<file path="src/verilog/dpwm_cfg.svh">
// register map, field positions, reset values and constants of the dual pwm block
`ifndef DPWM_CFG_SVH
`define DPWM_CFG_SVH

// printed offsets are register indices; byte address is four times the index
`define DPWM_IDX_FINE_A 16'h7FAA
`define DPWM_IDX_COARSE_A 16'h7FAB
`define DPWM_IDX_FINE_B 16'h7FAC
`define DPWM_IDX_COARSE_B 16'h7FAD
`define DPWM_IDX_CONTROL 16'h7FAE
`define DPWM_IDX_PRESCALE 16'h7FAF
`define DPWM_IDX_PORT_CFG 16'h7FB0
`define DPWM_IDX_TIMER_SRC 16'h7FB6

// address fields
`define DPWM_ADDR_IDX_HI 17
`define DPWM_ADDR_IDX_LO 2
`define DPWM_ADDR_TOP_HI 31
`define DPWM_ADDR_TOP_LO 18
`define DPWM_ADDR_TOP_ZERO 14'h0000

// control register fields
`define DPWM_CTL_IE 0
`define DPWM_CTL_OV 1
`define DPWM_CTL_EN_A 2
`define DPWM_CTL_EN_B 3
`define DPWM_CTL_CH_HI 7
`define DPWM_CTL_CH_LO 4

// fine compare field
`define DPWM_FINE_HI 7
`define DPWM_FINE_LO 4

// timer source register fields
`define DPWM_TSRC_SEL 0
`define DPWM_TSRC_OTHER_HI 7
`define DPWM_TSRC_OTHER_LO 2

// port config: per output function, fast/slow, latch, direction
`define DPWM_PCFG_B_LO 4
`define DPWM_PCFG_DDR 0
`define DPWM_PCFG_LAT 1
`define DPWM_PCFG_FSB 2
`define DPWM_PCFG_FSA 3

// reset values and constants
`define DPWM_RST_BYTE 8'h00
`define DPWM_RST_NIB 4'h0
`define DPWM_RST_SIX 6'h00
`define DPWM_RST_IDX 16'h0000
`define DPWM_RST_WORD 32'h00000000
`define DPWM_NIB_ONES 4'hF
`define DPWM_NIB_ZERO 4'h0
`define DPWM_BYTE_ZERO 8'h00
`define DPWM_BYTE_ONE 8'h01
`define DPWM_NIB_ONE 4'h1
`define DPWM_HRESP_OKAY 1'b0

`endif

</file>
<file path="src/verilog/dpwm_pkg.sv">
// types of the dual pwm block
package dpwm_pkg;

    typedef struct packed {
        logic [3:0] fine_a;
        logic [7:0] coarse_a;
        logic [3:0] fine_b;
        logic [7:0] coarse_b;
        logic [3:0] base_period_field;
        logic run_enable_b;
        logic run_enable_a;
        logic cycle_done_flag;
        logic irq_enable_bit;
        logic [7:0] prescale_divider;
        logic [5:0] other_prescale_field;
        logic prescale_source_bit;
        logic [7:0] port_cfg;
        logic [7:0] psc_cnt;
        logic [7:0] base_cnt;
        logic [3:0] addl_cnt;
        logic [7:0] shadow_a;
        logic [7:0] shadow_b;
        logic osc_q;
        logic modulator_out_a;
        logic modulator_out_b;
        logic pin_a;
        logic pin_a_oe;
        logic pin_b;
        logic pin_b_oe;
        logic irq;
        logic wr_pend;
        logic [15:0] wr_idx;
        logic [31:0] hrdata;
        logic hreadyout;
    } dpwm_state_t;

endpackage

</file>
<file path="src/verilog/dpwm_top.sv">
// dual output 12-bit pwm generator with ahb-lite register slave
//
// Local design decision: the AHB-Lite interface to the registers.
`timescale 1ns/1ps
`include "dpwm_cfg.svh"

module dpwm_top
    import dpwm_pkg::*;
(
    input wire logic hclk,
    input wire logic hresetn,
    input wire logic hsel,
    input wire logic [31:0] haddr,
    input wire logic [1:0] htrans,
    input wire logic hwrite,
    input wire logic [2:0] hsize,
    input wire logic [31:0] hwdata,
    input wire logic hready,
    output logic hreadyout,
    output logic hresp,
    output logic [31:0] hrdata,
    input wire logic fast_oscillator_clock,
    output logic modulator_out_a,
    output logic modulator_out_b,
    output logic pin_a_out,
    output logic pin_a_oe,
    output logic pin_b_out,
    output logic pin_b_oe,
    output logic irq
);

    dpwm_state_t st_r;
    dpwm_state_t st_nxt;

    function automatic logic [3:0] rev4(input logic [3:0] v);
        rev4 = {v[0], v[1], v[2], v[3]};
    endfunction

    // level of one output for the count value about to be held
    function automatic logic pwm_level(
        input logic run,
        input logic [7:0] cnt,
        input logic [7:0] shadow,
        input logic [3:0] fine,
        input logic [3:0] idx
    );
        logic extra;
        logic [8:0] width;
        extra = 1'b0;
        width = 9'h000;
        extra = (rev4(idx) < fine);
        width = {1'b0, shadow} + {8'h00, extra};
        // counting from zero, cnt < width is high from period start to compare match
        pwm_level = run & ({1'b0, cnt} < width);
    endfunction

    // pin drive: returns {out, oe}
    function automatic logic [1:0] pin_drive(
        input logic level,
        input logic [3:0] cfg
    );
        logic inv;
        logic od;
        inv = 1'b0;
        od = 1'b0;
        inv = cfg[`DPWM_PCFG_LAT] & ~cfg[`DPWM_PCFG_DDR];
        od = cfg[`DPWM_PCFG_FSB] & ~cfg[`DPWM_PCFG_LAT] & cfg[`DPWM_PCFG_DDR];
        if (!cfg[`DPWM_PCFG_FSA]) begin
            pin_drive = 2'b00;
        end else if (od) begin
            // open drain only pulls low, released while high
            pin_drive = {1'b0, ~level};
        end else begin
            pin_drive = {level ^ inv, 1'b1};
        end
    endfunction

    logic [15:0] a_idx;
    logic a_top_ok;
    logic a_take;
    logic running;
    logic src_en;
    logic tick;
    logic eop;
    logic [7:0] limit;
    logic [7:0] wb;
    logic [1:0] drv_a;
    logic [1:0] drv_b;

    always_comb begin
        st_nxt = st_r;
        a_idx = haddr[`DPWM_ADDR_IDX_HI:`DPWM_ADDR_IDX_LO];
        a_top_ok = (haddr[`DPWM_ADDR_TOP_HI:`DPWM_ADDR_TOP_LO] == `DPWM_ADDR_TOP_ZERO);
        a_take = hsel & hready & htrans[1];
        wb = hwdata[7:0];
        tick = 1'b0;
        eop = 1'b0;
        limit = {st_r.base_period_field, `DPWM_NIB_ONES};
        drv_a = 2'b00;
        drv_b = 2'b00;

        // register write in the data phase
        if (st_r.wr_pend) begin
            case (st_r.wr_idx)
                `DPWM_IDX_FINE_A: begin
                    st_nxt.fine_a = wb[`DPWM_FINE_HI:`DPWM_FINE_LO];
                end
                `DPWM_IDX_COARSE_A: begin
                    st_nxt.coarse_a = wb;
                end
                `DPWM_IDX_FINE_B: begin
                    st_nxt.fine_b = wb[`DPWM_FINE_HI:`DPWM_FINE_LO];
                end
                `DPWM_IDX_COARSE_B: begin
                    st_nxt.coarse_b = wb;
                end
                `DPWM_IDX_CONTROL: begin
                    st_nxt.base_period_field = wb[`DPWM_CTL_CH_HI:`DPWM_CTL_CH_LO];
                    st_nxt.run_enable_b = wb[`DPWM_CTL_EN_B];
                    st_nxt.run_enable_a = wb[`DPWM_CTL_EN_A];
                    st_nxt.irq_enable_bit = wb[`DPWM_CTL_IE];
                    // writing zero clears the flag, writing one leaves it
                    st_nxt.cycle_done_flag = st_r.cycle_done_flag & wb[`DPWM_CTL_OV];
                end
                `DPWM_IDX_PRESCALE: begin
                    st_nxt.prescale_divider = wb;
                end
                `DPWM_IDX_PORT_CFG: begin
                    st_nxt.port_cfg = wb;
                end
                `DPWM_IDX_TIMER_SRC: begin
                    // no interlock: a change while running just retimes the next tick
                    st_nxt.prescale_source_bit = wb[`DPWM_TSRC_SEL];
                    st_nxt.other_prescale_field =
                        wb[`DPWM_TSRC_OTHER_HI:`DPWM_TSRC_OTHER_LO];
                end
                default: begin
                end
            endcase
        end

        // the oscillator pin is sampled as a synchronous input; rising edge is the count
        st_nxt.osc_q = fast_oscillator_clock;
        // no synchroniser: the pin must already be clean and slower than half hclk
        if (st_r.prescale_source_bit) begin
            src_en = fast_oscillator_clock & ~st_r.osc_q;
        end else begin
            src_en = 1'b1;
        end
        running = st_r.run_enable_a | st_r.run_enable_b;

        // prescaler
        if (!running) begin
            st_nxt.psc_cnt = `DPWM_BYTE_ZERO;
        end else if (src_en) begin
            if (st_r.psc_cnt == st_r.prescale_divider) begin
                st_nxt.psc_cnt = `DPWM_BYTE_ZERO;
                tick = 1'b1;
            end else begin
                st_nxt.psc_cnt = st_r.psc_cnt + `DPWM_BYTE_ONE;
            end
        end

        // base counter
        if (!running) begin
            st_nxt.base_cnt = `DPWM_BYTE_ZERO;
        end else if (tick) begin
            if (st_r.base_cnt == limit) begin
                st_nxt.base_cnt = `DPWM_BYTE_ZERO;
                eop = 1'b1;
            end else begin
                st_nxt.base_cnt = st_r.base_cnt + `DPWM_BYTE_ONE;
            end
        end

        // extra-pulse counter and overall period flag; set beats a clearing write
        if (eop) begin
            st_nxt.addl_cnt = st_r.addl_cnt + `DPWM_NIB_ONE;
            if (st_r.addl_cnt == `DPWM_NIB_ONES) begin
                st_nxt.cycle_done_flag = 1'b1;
            end
        end

        // shadow compares
        if (!st_r.run_enable_a) begin
            st_nxt.shadow_a = st_nxt.coarse_a;
        end else if (st_nxt.base_cnt == `DPWM_BYTE_ZERO) begin
            st_nxt.shadow_a = st_nxt.coarse_a;
        end
        if (!st_r.run_enable_b) begin
            st_nxt.shadow_b = st_nxt.coarse_b;
        end else if (st_nxt.base_cnt == `DPWM_BYTE_ZERO) begin
            st_nxt.shadow_b = st_nxt.coarse_b;
        end

        // outputs follow the next count so they sit directly on flops
        // the enable edge itself stays low, so the first pulse after a start is one hclk short
        st_nxt.modulator_out_a = pwm_level(
            st_nxt.run_enable_a & st_r.run_enable_a,
            st_nxt.base_cnt,
            st_nxt.shadow_a,
            st_nxt.fine_a,
            st_nxt.addl_cnt
        );
        st_nxt.modulator_out_b = pwm_level(
            st_nxt.run_enable_b & st_r.run_enable_b,
            st_nxt.base_cnt,
            st_nxt.shadow_b,
            st_nxt.fine_b,
            st_nxt.addl_cnt
        );
        // pads follow the same next level, so pin and raw output never skew
        drv_a = pin_drive(
            st_nxt.modulator_out_a,
            st_nxt.port_cfg[3:0]
        );
        drv_b = pin_drive(
            st_nxt.modulator_out_b,
            st_nxt.port_cfg[`DPWM_PCFG_B_LO+3:`DPWM_PCFG_B_LO]
        );
        st_nxt.pin_a = drv_a[1];
        st_nxt.pin_a_oe = drv_a[0];
        st_nxt.pin_b = drv_b[1];
        st_nxt.pin_b_oe = drv_b[0];

        st_nxt.irq = st_nxt.cycle_done_flag & st_nxt.irq_enable_bit;

        // address phase: capture write, prepare read data from updated state
        st_nxt.wr_pend = a_take & hwrite & a_top_ok;
        st_nxt.wr_idx = a_idx;
        if (a_take & ~hwrite) begin
            st_nxt.hrdata = `DPWM_RST_WORD;
            if (a_top_ok) begin
                case (a_idx)
                    `DPWM_IDX_FINE_A: begin
                        st_nxt.hrdata[7:0] = {st_nxt.fine_a, `DPWM_NIB_ZERO};
                    end
                    `DPWM_IDX_COARSE_A: begin
                        st_nxt.hrdata[7:0] = st_nxt.coarse_a;
                    end
                    `DPWM_IDX_FINE_B: begin
                        st_nxt.hrdata[7:0] = {st_nxt.fine_b, `DPWM_NIB_ZERO};
                    end
                    `DPWM_IDX_COARSE_B: begin
                        st_nxt.hrdata[7:0] = st_nxt.coarse_b;
                    end
                    `DPWM_IDX_CONTROL: begin
                        // next-state view: a read right after a write sees the new value
                        st_nxt.hrdata[7:0] = {
                            st_nxt.base_period_field,
                            st_nxt.run_enable_b,
                            st_nxt.run_enable_a,
                            st_nxt.cycle_done_flag,
                            st_nxt.irq_enable_bit
                        };
                    end
                    `DPWM_IDX_PRESCALE: begin
                        st_nxt.hrdata[7:0] = st_nxt.prescale_divider;
                    end
                    `DPWM_IDX_PORT_CFG: begin
                        st_nxt.hrdata[7:0] = st_nxt.port_cfg;
                    end
                    `DPWM_IDX_TIMER_SRC: begin
                        st_nxt.hrdata[7:0] = {
                            st_nxt.other_prescale_field,
                            1'b0,
                            st_nxt.prescale_source_bit
                        };
                    end
                    default: begin
                    end
                endcase
            end
        end
        st_nxt.hreadyout = 1'b1;
    end

    always_ff @(posedge hclk or negedge hresetn) begin
        if (!hresetn) begin
            st_r.fine_a <= `DPWM_RST_NIB;
            st_r.coarse_a <= `DPWM_RST_BYTE;
            st_r.fine_b <= `DPWM_RST_NIB;
            st_r.coarse_b <= `DPWM_RST_BYTE;
            st_r.base_period_field <= `DPWM_RST_NIB;
            st_r.run_enable_b <= 1'b0;
            st_r.run_enable_a <= 1'b0;
            st_r.cycle_done_flag <= 1'b0;
            st_r.irq_enable_bit <= 1'b0;
            st_r.prescale_divider <= `DPWM_RST_BYTE;
            st_r.other_prescale_field <= `DPWM_RST_SIX;
            st_r.prescale_source_bit <= 1'b0;
            st_r.port_cfg <= `DPWM_RST_BYTE;
            st_r.psc_cnt <= `DPWM_RST_BYTE;
            st_r.base_cnt <= `DPWM_RST_BYTE;
            st_r.addl_cnt <= `DPWM_RST_NIB;
            st_r.shadow_a <= `DPWM_RST_BYTE;
            st_r.shadow_b <= `DPWM_RST_BYTE;
            st_r.osc_q <= 1'b0;
            st_r.modulator_out_a <= 1'b0;
            st_r.modulator_out_b <= 1'b0;
            st_r.pin_a <= 1'b0;
            st_r.pin_a_oe <= 1'b0;
            st_r.pin_b <= 1'b0;
            st_r.pin_b_oe <= 1'b0;
            st_r.irq <= 1'b0;
            st_r.wr_pend <= 1'b0;
            st_r.wr_idx <= `DPWM_RST_IDX;
            st_r.hrdata <= `DPWM_RST_WORD;
            st_r.hreadyout <= 1'b1;
        end else begin
            st_r <= st_nxt;
        end
    end

    assign hreadyout = st_r.hreadyout;
    assign hresp = `DPWM_HRESP_OKAY;
    assign hrdata = st_r.hrdata;
    assign modulator_out_a = st_r.modulator_out_a;
    assign modulator_out_b = st_r.modulator_out_b;
    assign pin_a_out = st_r.pin_a;
    assign pin_a_oe = st_r.pin_a_oe;
    assign pin_b_out = st_r.pin_b;
    assign pin_b_oe = st_r.pin_b_oe;
    assign irq = st_r.irq;

endmodule

</file>
<file path="config.mk">
export PLATFORM = sky130hd
export DESIGN_NAME = dpwm_top
export DESIGN_NICKNAME = d
export VERILOG_FILES = /design/src/verilog/dpwm_pkg.sv /design/src/verilog/dpwm_top.sv
export VERILOG_INCLUDE_DIRS = /design/src /design/src/verilog
export SDC_FILE = /design/constraint.sdc
export NUM_CORES = 1
export LEC_CHECK = 0
export BUFFER_PORTS_ARGS = -buffer_cell sky130_fd_sc_hd__buf_2
export CORE_ASPECT_RATIO = 1.1
export CORE_MARGIN = 3
export CORE_UTILIZATION = 51
export DETAILED_ROUTE_END_ITERATION = 12
export PLACE_DENSITY = 0.76
export SETUP_SLACK_MARGIN = 0.15
export SYNTH_ARGS = -nofsm -noshare
export SYNTH_HDL_FRONTEND = slang
export SYNTH_SLANG_ARGS = --single-unit
</file>
<file path="constraint.sdc">
create_clock -name hclk -period 5.1 [get_ports hclk]
set_clock_uncertainty 0.15 [all_clocks]
set_input_delay 0.51 -clock hclk [delete_from_list [all_inputs] [get_ports hclk]]
set_output_delay 0.51 -clock hclk [all_outputs]
set_load 0.03 [all_outputs]
</file>
==> flow_summary.yaml, run 1 <==
placement:
  finalWeightedCongestion: 0.980
  io_buffers: 59
  dp_hpwl_mm: 13.4
final_layout:
  multi_input_area_um2: 3720
  nFillCells: 952
  area_growth_pct: 26.5
  post-route-util_pct: 67.5
  antenna-diode-count: 0
  drive_above_1_share_pct: 34.6
  seq_area_um2: 3100
  final_common_cell: "dfrtp_1"
  fin_nets: 901
  layout_common_cells: "dfrtp_1 (124), buf_4 (83), buf_2 (58), mux2_2 (42), nor2_1 (37)"
worst_setup_path:
  r2r-start: "st_r[110]"
  cp_num_cells: 25
  startpoint_type: "flip-flop"
  max_stage_delay_ns: 0.46
  end_kind: "flip-flop"
  crit_path_start: "st_r[110]"
  cp_slowest_cell: "o41ai_4"
  crit_end: "pin_b_out"
  reg2reg_depth: 25
  reg2reg_slack_ns: -0.27
  crit_fanout: 7
  critPathRequiredTime_ns: 5.27
  path_class: "flip-flop to flip-flop"
  cp.arrival_ns: 5.53
  worstReg2RegEnd: "pin_b_out"
  crit_family: "compound AO/OA/AOI/OAI gates"
  path_buf_inv: 3
yosys:
  post-synth-top-area-cell: "dfrtp_1"
  synth_area_leaders: "dfrtp_1 (45%), mux2_2 (7.4%), ha_1 (4.9%)"
  synth_cell_types: 67
  ys_ff_latch: 124
  ys.flop_type: "dfrtp_1"
  ys_async_sr_fraction_pct: 100
  synth_edf_count: 0
  ys_seq_area_share_pct: 45.2
  synth.avg_cell_area_um2: 10.3
  yosysWarnings: 0
  synth.top_cell.area_share_pct: 45.2
  synthCells: 665
  syn_area_um2: 6860
clocking:
  clk_path_buf_depth: 2
  htreeDepth: 4
  numCtsBuffers: 17
  cts_sinks: 124
  path_clk_slew_ns: 0.06
  clk_latency_ns: 0.42
  cts_tree: "built"
  root_buffer: "clkbuf_16"
pwr:
  p_leak_uw: 0.00409
  power_frac_comb_pct: 10.3
  power_frac_seq_pct: 41.6
  vdd_ir_drop_max_mv: 0.298
  swShare_pct: 26.0
  power_density_nw_per_um2: 291
  clkPwrFrac_pct: 48.1
  power_switching_uw: 655
  internal_power_uw: 1870
hold_path:
  hold_path_class: "input port to flip-flop"
  hp-start: "haddr[17]"
route:
  via_count: 5564
  wl_per_cell_um: 19.0
  drt-total-wl_mm: 18.4
  drtAntennaViolNets: 0
  route.detailed.vias_per_inst: 5.75
  dr.pass1.iters: 6
  first_iter_violations: 385
  drc: 0
global_route:
  antenna_found_initial: 0
  grt_pass1_vias: 5543
  grt_max_degree: 81
  grt_pass1_wl_mm: 29.2
  track_usage_pct: 25.7
  grt_overflow_total: 0
timing:
  tightestPinTransition_ns: 1.00
  timing.fmax_ghz: 0.186
  period_share_pct: 105
  rsz0062_at_grt: "yes"
  setup_viol: 4
  final-max-slew-violation-count: 0
  timing.hold.ws_ns: 0.0490
  slew_headroom_pct: 33.2
  fin_crit_ns: 5.37
  hold_violations: 0
  fin_ws_ns: -0.265
run_status:
  status: "finished with violations"
  violations: "negative setup slack"
floorplanning:
  initial_core_util_pct: 53.4
  fp-row-count: 43
  die_h_um: 128
  dieArea_um2: 14900
  core_area_um2: 12900
  io-pin-count: 116
  die_w_um: 117
flow_run:
  drv_cap: 0
-- metrics by stage --
step | power (uW) | area, um^2 | setup WS, ns | std cells | setup TNS (ns)
after floorplan | 1220 | 7080 | -0.0977 | 689 | -0.0977
after global placement | 1300 | 7780 | -0.328 | 926 | -1.22
after detailed placement | 1310 | 7780 | -0.384 | 926 | -1.65
after CTS | 2530 | 8570 | -0.176 | 965 | -0.510
after global routing | 2610 | 8680 | -0.512 | 968 | -2.14
final | 2520 | 8680 | -0.265 | 968 | -0.792
-- kinds of logic (layout without fill, tap and decap cells) --
logic type	count (synthesis)	after routing	share of synthesized area (%)
XOR/XNOR	34	34	4.34
multiplexers	67	67	10.6
AND/OR/NAND/NOR	207	207	17.0
adder cells (fa/ha/maj)	27	27	4.92
flip-flops	124	124	45.2
buffers and inverters	85	207	6.77
AO/OA/AOI/OAI	119	119	11.1
other	2	26	0.109
-- metal layers --
layer / global-route usage (%) / part of all wire, % / vias to the layer above
met2: 43.8 / 51 / 197
met1: 33.7 / 41 / 2735
li1: - / - / 2605
met3: 3.87 / 5.5 / 27
met4: 7.89 / 1.8 / 0
met5: 0 / 0 / -
-- worst min path at each step --
| stage | to | slack [ns] | depth (start not counted) |
|---|---|---|---|
| finish | st_r[48] | 0.05 | 1 |
| global route | st_r[46] | 0.05 | 1 |
| CTS | st_r[48] | 0.04 | 1 |
| detailed placement | hrdata[0] | 0.33 | 2 |
| global placement | hrdata[1] | 0.31 | 2 |
| floorplan | hrdata[0] | 0.06 | 0 |
-- cell usage after synthesis, types with 6 or more instances --
master,number
dfrtp_1,124
mux2_2,45
nor2_1,40
buf_4,36
a21oi_1,34
nand2_1,34
inv_1,32
o21ai_0,30
ha_1,27
nand3_1,26
mux2i_1,22
xnor2_1,18
nand4_1,17
xor2_1,16
nand2b_1,14
nor3_1,14
clkbuf_1,13
nor2b_1,9
a31oi_1,8
and3_1,8
o21ai_1,6
-- power by group through the flow --
| stage | logic [uW] | registers (uW) | clock network, uW |
|---|---|---|---|
| global placement | 233 | 1060 | 0 |
| CTS | 253 | 1050 | 1230 |
| detailed placement | 243 | 1070 | 0 |
| finish | 259 | 1050 | 1210 |
| global route | 283 | 1060 | 1280 |
| floorplan | 145 | 1070 | 0 |
-- final cells by class --
class                           count  area share, %
Multi-Input combinational cell    480           42.8
Sequential cell                   124           35.7
Timing Repair Buffer              144           11.0
Clock buffer                       18           5.06
Tap cell                          157           2.26
Clock inverter                     13           1.80
Inverter                           32           1.38
-- registers in the layout (all words and copies together), names as in the netlist --
name and cells:
pin_a_oe 1, pin_b_oe 1, irq 1, hrdata 8
st_r 105, modulator_out_a 1, limit 4, pin_a_out 1
modulator_out_b 1, pin_b_out 1
-- worst reg2reg max path, cell delays in order, from the launching register on --
cell and delay, ns:
dfrtp_1 0.41, xnor2_2 0.18, nand4_2 0.15, or3_4 0.45
buf_8 0.16, buf_4 0.13, a21oi_2 0.11, o22ai_2 0.09
buf_4 0.15, o41ai_4 0.46, mux2_4 0.37, ha_4 0.18
ha_4 0.18, nand3_4 0.09, nor2_4 0.05, a31oi_4 0.17
xor2_2 0.17, ha_1 0.26, a21o_1 0.20, a211oi_2 0.21
o21ai_1 0.10, a21oi_2 0.13, o21bai_2 0.09, a31oi_4 0.24
xnor2_2 0.12, a311oi_2 0.30
-- timing repair --
item	4_1_cts	5_1_grt
hold buffers	0	0
endpoints found under the setup margin	6	6
pin swaps	26	23
buffers inserted	8	3
resized for setup	28	17
(Power assumes the default switching activity.)
==> inputs of run 2 (changes only) <==
--- a/config.mk
+++ b/config.mk
@@ -7,10 +7,10 @@
 export NUM_CORES = 1
 export LEC_CHECK = 0
 export BUFFER_PORTS_ARGS = -buffer_cell sky130_fd_sc_hd__buf_2
-export CORE_ASPECT_RATIO = 1.1
 export CORE_MARGIN = 3
 export CORE_UTILIZATION = 51
 export DETAILED_ROUTE_END_ITERATION = 12
+export HOLD_SLACK_MARGIN = 0.08
 export PLACE_DENSITY = 0.76
 export SETUP_SLACK_MARGIN = 0.15
 export SYNTH_ARGS = -nofsm -noshare
==> flow_summary.yaml, run 2 (same netlist as run 1, synthesis figures left out) <==
run_status:
  status: "finished with violations"
  violations: "negative setup slack"
clocking:
  cts_tree: "built"
  path_clk_slew_ns: 0.06
  htreeDepth: 4
  clk_path_buf_depth: 2
  numCtsBuffers: 17
  root_buffer: "clkbuf_16"
  clk_latency_ns: 0.42
  cts_sinks: 124
final_layout:
  layout_common_cells: "dfrtp_1 (124), buf_4 (73), buf_2 (58), mux2_2 (44), nor2_1 (38)"
  fin_cells: 994
  nFillCells: 907
  antenna-diode-count: 0
  final_common_cell: "dfrtp_1"
  largest_reg_flops: 105
  fin_nets: 911
  final_area_um2: 8850
  drive_above_1_share_pct: 33.6
  multi_input_area_um2: 3720
  max_flop_register: "st_r"
  seq_area_um2: 3100
  area_growth_pct: 29.0
route:
  met1Wirelength_mm: 8.12
  first_iter_violations: 466
  wl_met3_mm: 1.35
  drtAntennaViolNets: 0
  dr.pass1.iters: 5
  drc: 0
  wl_per_cell_um: 20.0
  highest_layer: "met4"
  via_count: 5791
  route.met2.wl_mm: 9.96
  drt-total-wl_mm: 19.9
  route.detailed.vias_per_inst: 5.83
floorplanning:
  core_area_um2: 12900
  die_w_um: 122
  dieArea_um2: 14900
  initial_core_util_pct: 53.3
  io-pin-count: 116
  fp-row-count: 41
  die_h_um: 122
pwr:
  p_leak_uw: 0.00415
  power_uw: 2570
  power_frac_seq_pct: 41.0
  clkPwrFrac_pct: 48.5
  power_switching_uw: 651
  internal_power_uw: 1920
  power_frac_comb_pct: 10.4
  power_density_nw_per_um2: 290
  vdd_ir_drop_max_mv: 0.284
  swShare_pct: 25.4
placement:
  dp_cells: 934
  dp_hpwl_mm: 13.5
  place_area_um2: 7750
  io_buffers: 59
  finalWeightedCongestion: 0.895
timing:
  fin_crit_ns: 5.37
  setup_viol: 5
  finalSetupTns_ns: -0.992
  final-max-slew-violation-count: 0
  slew_headroom_pct: 41.7
  hold_violations: 0
  tightestPinTransition_ns: 0.853
  fin_ws_ns: -0.273
  timing.hold.ws_ns: 0.101
  period_share_pct: 105
  rsz0062_at_grt: "yes"
  timing.fmax_ghz: 0.186
global_route:
  grt_overflow_total: 0
  grt_pass1_vias: 6026
  track_usage_pct: 27.8
  grt_pass1_wl_mm: 31.5
  antenna_found_initial: 0
  grt_max_degree: 64
flow_run:
  drv_cap: 0
worst_setup_path:
  end_kind: "flip-flop"
  cp.arrival_ns: 5.54
  critPathRequiredTime_ns: 5.26
  startpoint_type: "flip-flop"
  path_class: "flip-flop to flip-flop"
  crit_fanout: 4
hold_path:
  hold_path_class: "input port to flip-flop"
-- run 2: what timing repair did --
item                                    4_1_cts  5_1_grt
endpoints found under the setup margin        6        6
gates resized for setup                      31       18
setup buffers                                 8        6
cloned                                        0        0
hold buffers                                 14        0
endpoints found under the hold margin        75        0
pin swaps                                    28       30
-- run 2: final timing paths --
path / from / end / slack, ns / cells past startpoint
setup / recovery: st_r[92] / pin_b_out / -0.27 / 25
hold / removal: haddr[5] / st_r[36] / 0.10 / 1
setup reg to reg: st_r[92] / pin_b_out / -0.27 / 25
hold reg to reg: hrdata[7] / hrdata[7] / 0.33 / 2
max in group asynchronous: hresetn / st_r[137] / 2.95 / 3
min in group asynchronous: hresetn / st_r[92] / 0.57 / 2
-- run 2: critical path, stage by stage, from the launching register on --
cell,delay (ns)
dfrtp_1,0.41
xnor2_1,0.19
nand4_2,0.14
or3_4,0.44
nor3_4,0.30
buf_6,0.16
mux2_4,0.33
buf_6,0.13
ha_4,0.25
o21ai_2,0.04
nand2b_1,0.10
a21oi_2,0.07
ha_2,0.19
ha_4,0.17
buf_4,0.13
a31oi_1,0.15
xor2_1,0.21
ha_1,0.28
a21o_1,0.17
a211oi_2,0.18
o21ai_1,0.10
a21oi_1,0.17
o21bai_1,0.12
a31oi_4,0.27
xnor2_2,0.11
a311oi_1,0.30
-- run 2: per-stage QoR --
stage | worst slack [ns] | util [%]
after global routing | -0.539 | 68.7
after CTS | -0.158 | 67.6
final | -0.273 | 68.7
after global placement | -0.320 | 60.2
after floorplan | -0.0977 | -
after detailed placement | -0.482 | 60.2
-- run 2: power by group through the flow --
stage	Combinational (uW)	Sequential, uW	Clock, uW
finish	267	1050	1250
global route	295	1060	1300
CTS	257	1050	1250
detailed placement	241	1070	0
floorplan	145	1070	0
global placement	233	1060	0
-- run 2: per-layer routing --
metal / up-vias / global-route usage (%)
met5: - / 0
met4: 0 / 10.0
li1: 2631 / -
met3: 51 / 6.82
met1: 2885 / 34.6
met2: 224 / 47.2
-- run 2: cell type report --
| type | instances | area share (%) |
|---|---|---|
| Multi-Input combinational cell | 480 | 42.0 |
| Sequential cell | 124 | 35.1 |
| Timing Repair Buffer | 154 | 12.2 |
| Clock buffer | 19 | 5.01 |
| Tap cell | 172 | 2.43 |
| Clock inverter | 13 | 1.84 |
| Inverter | 32 | 1.39 |
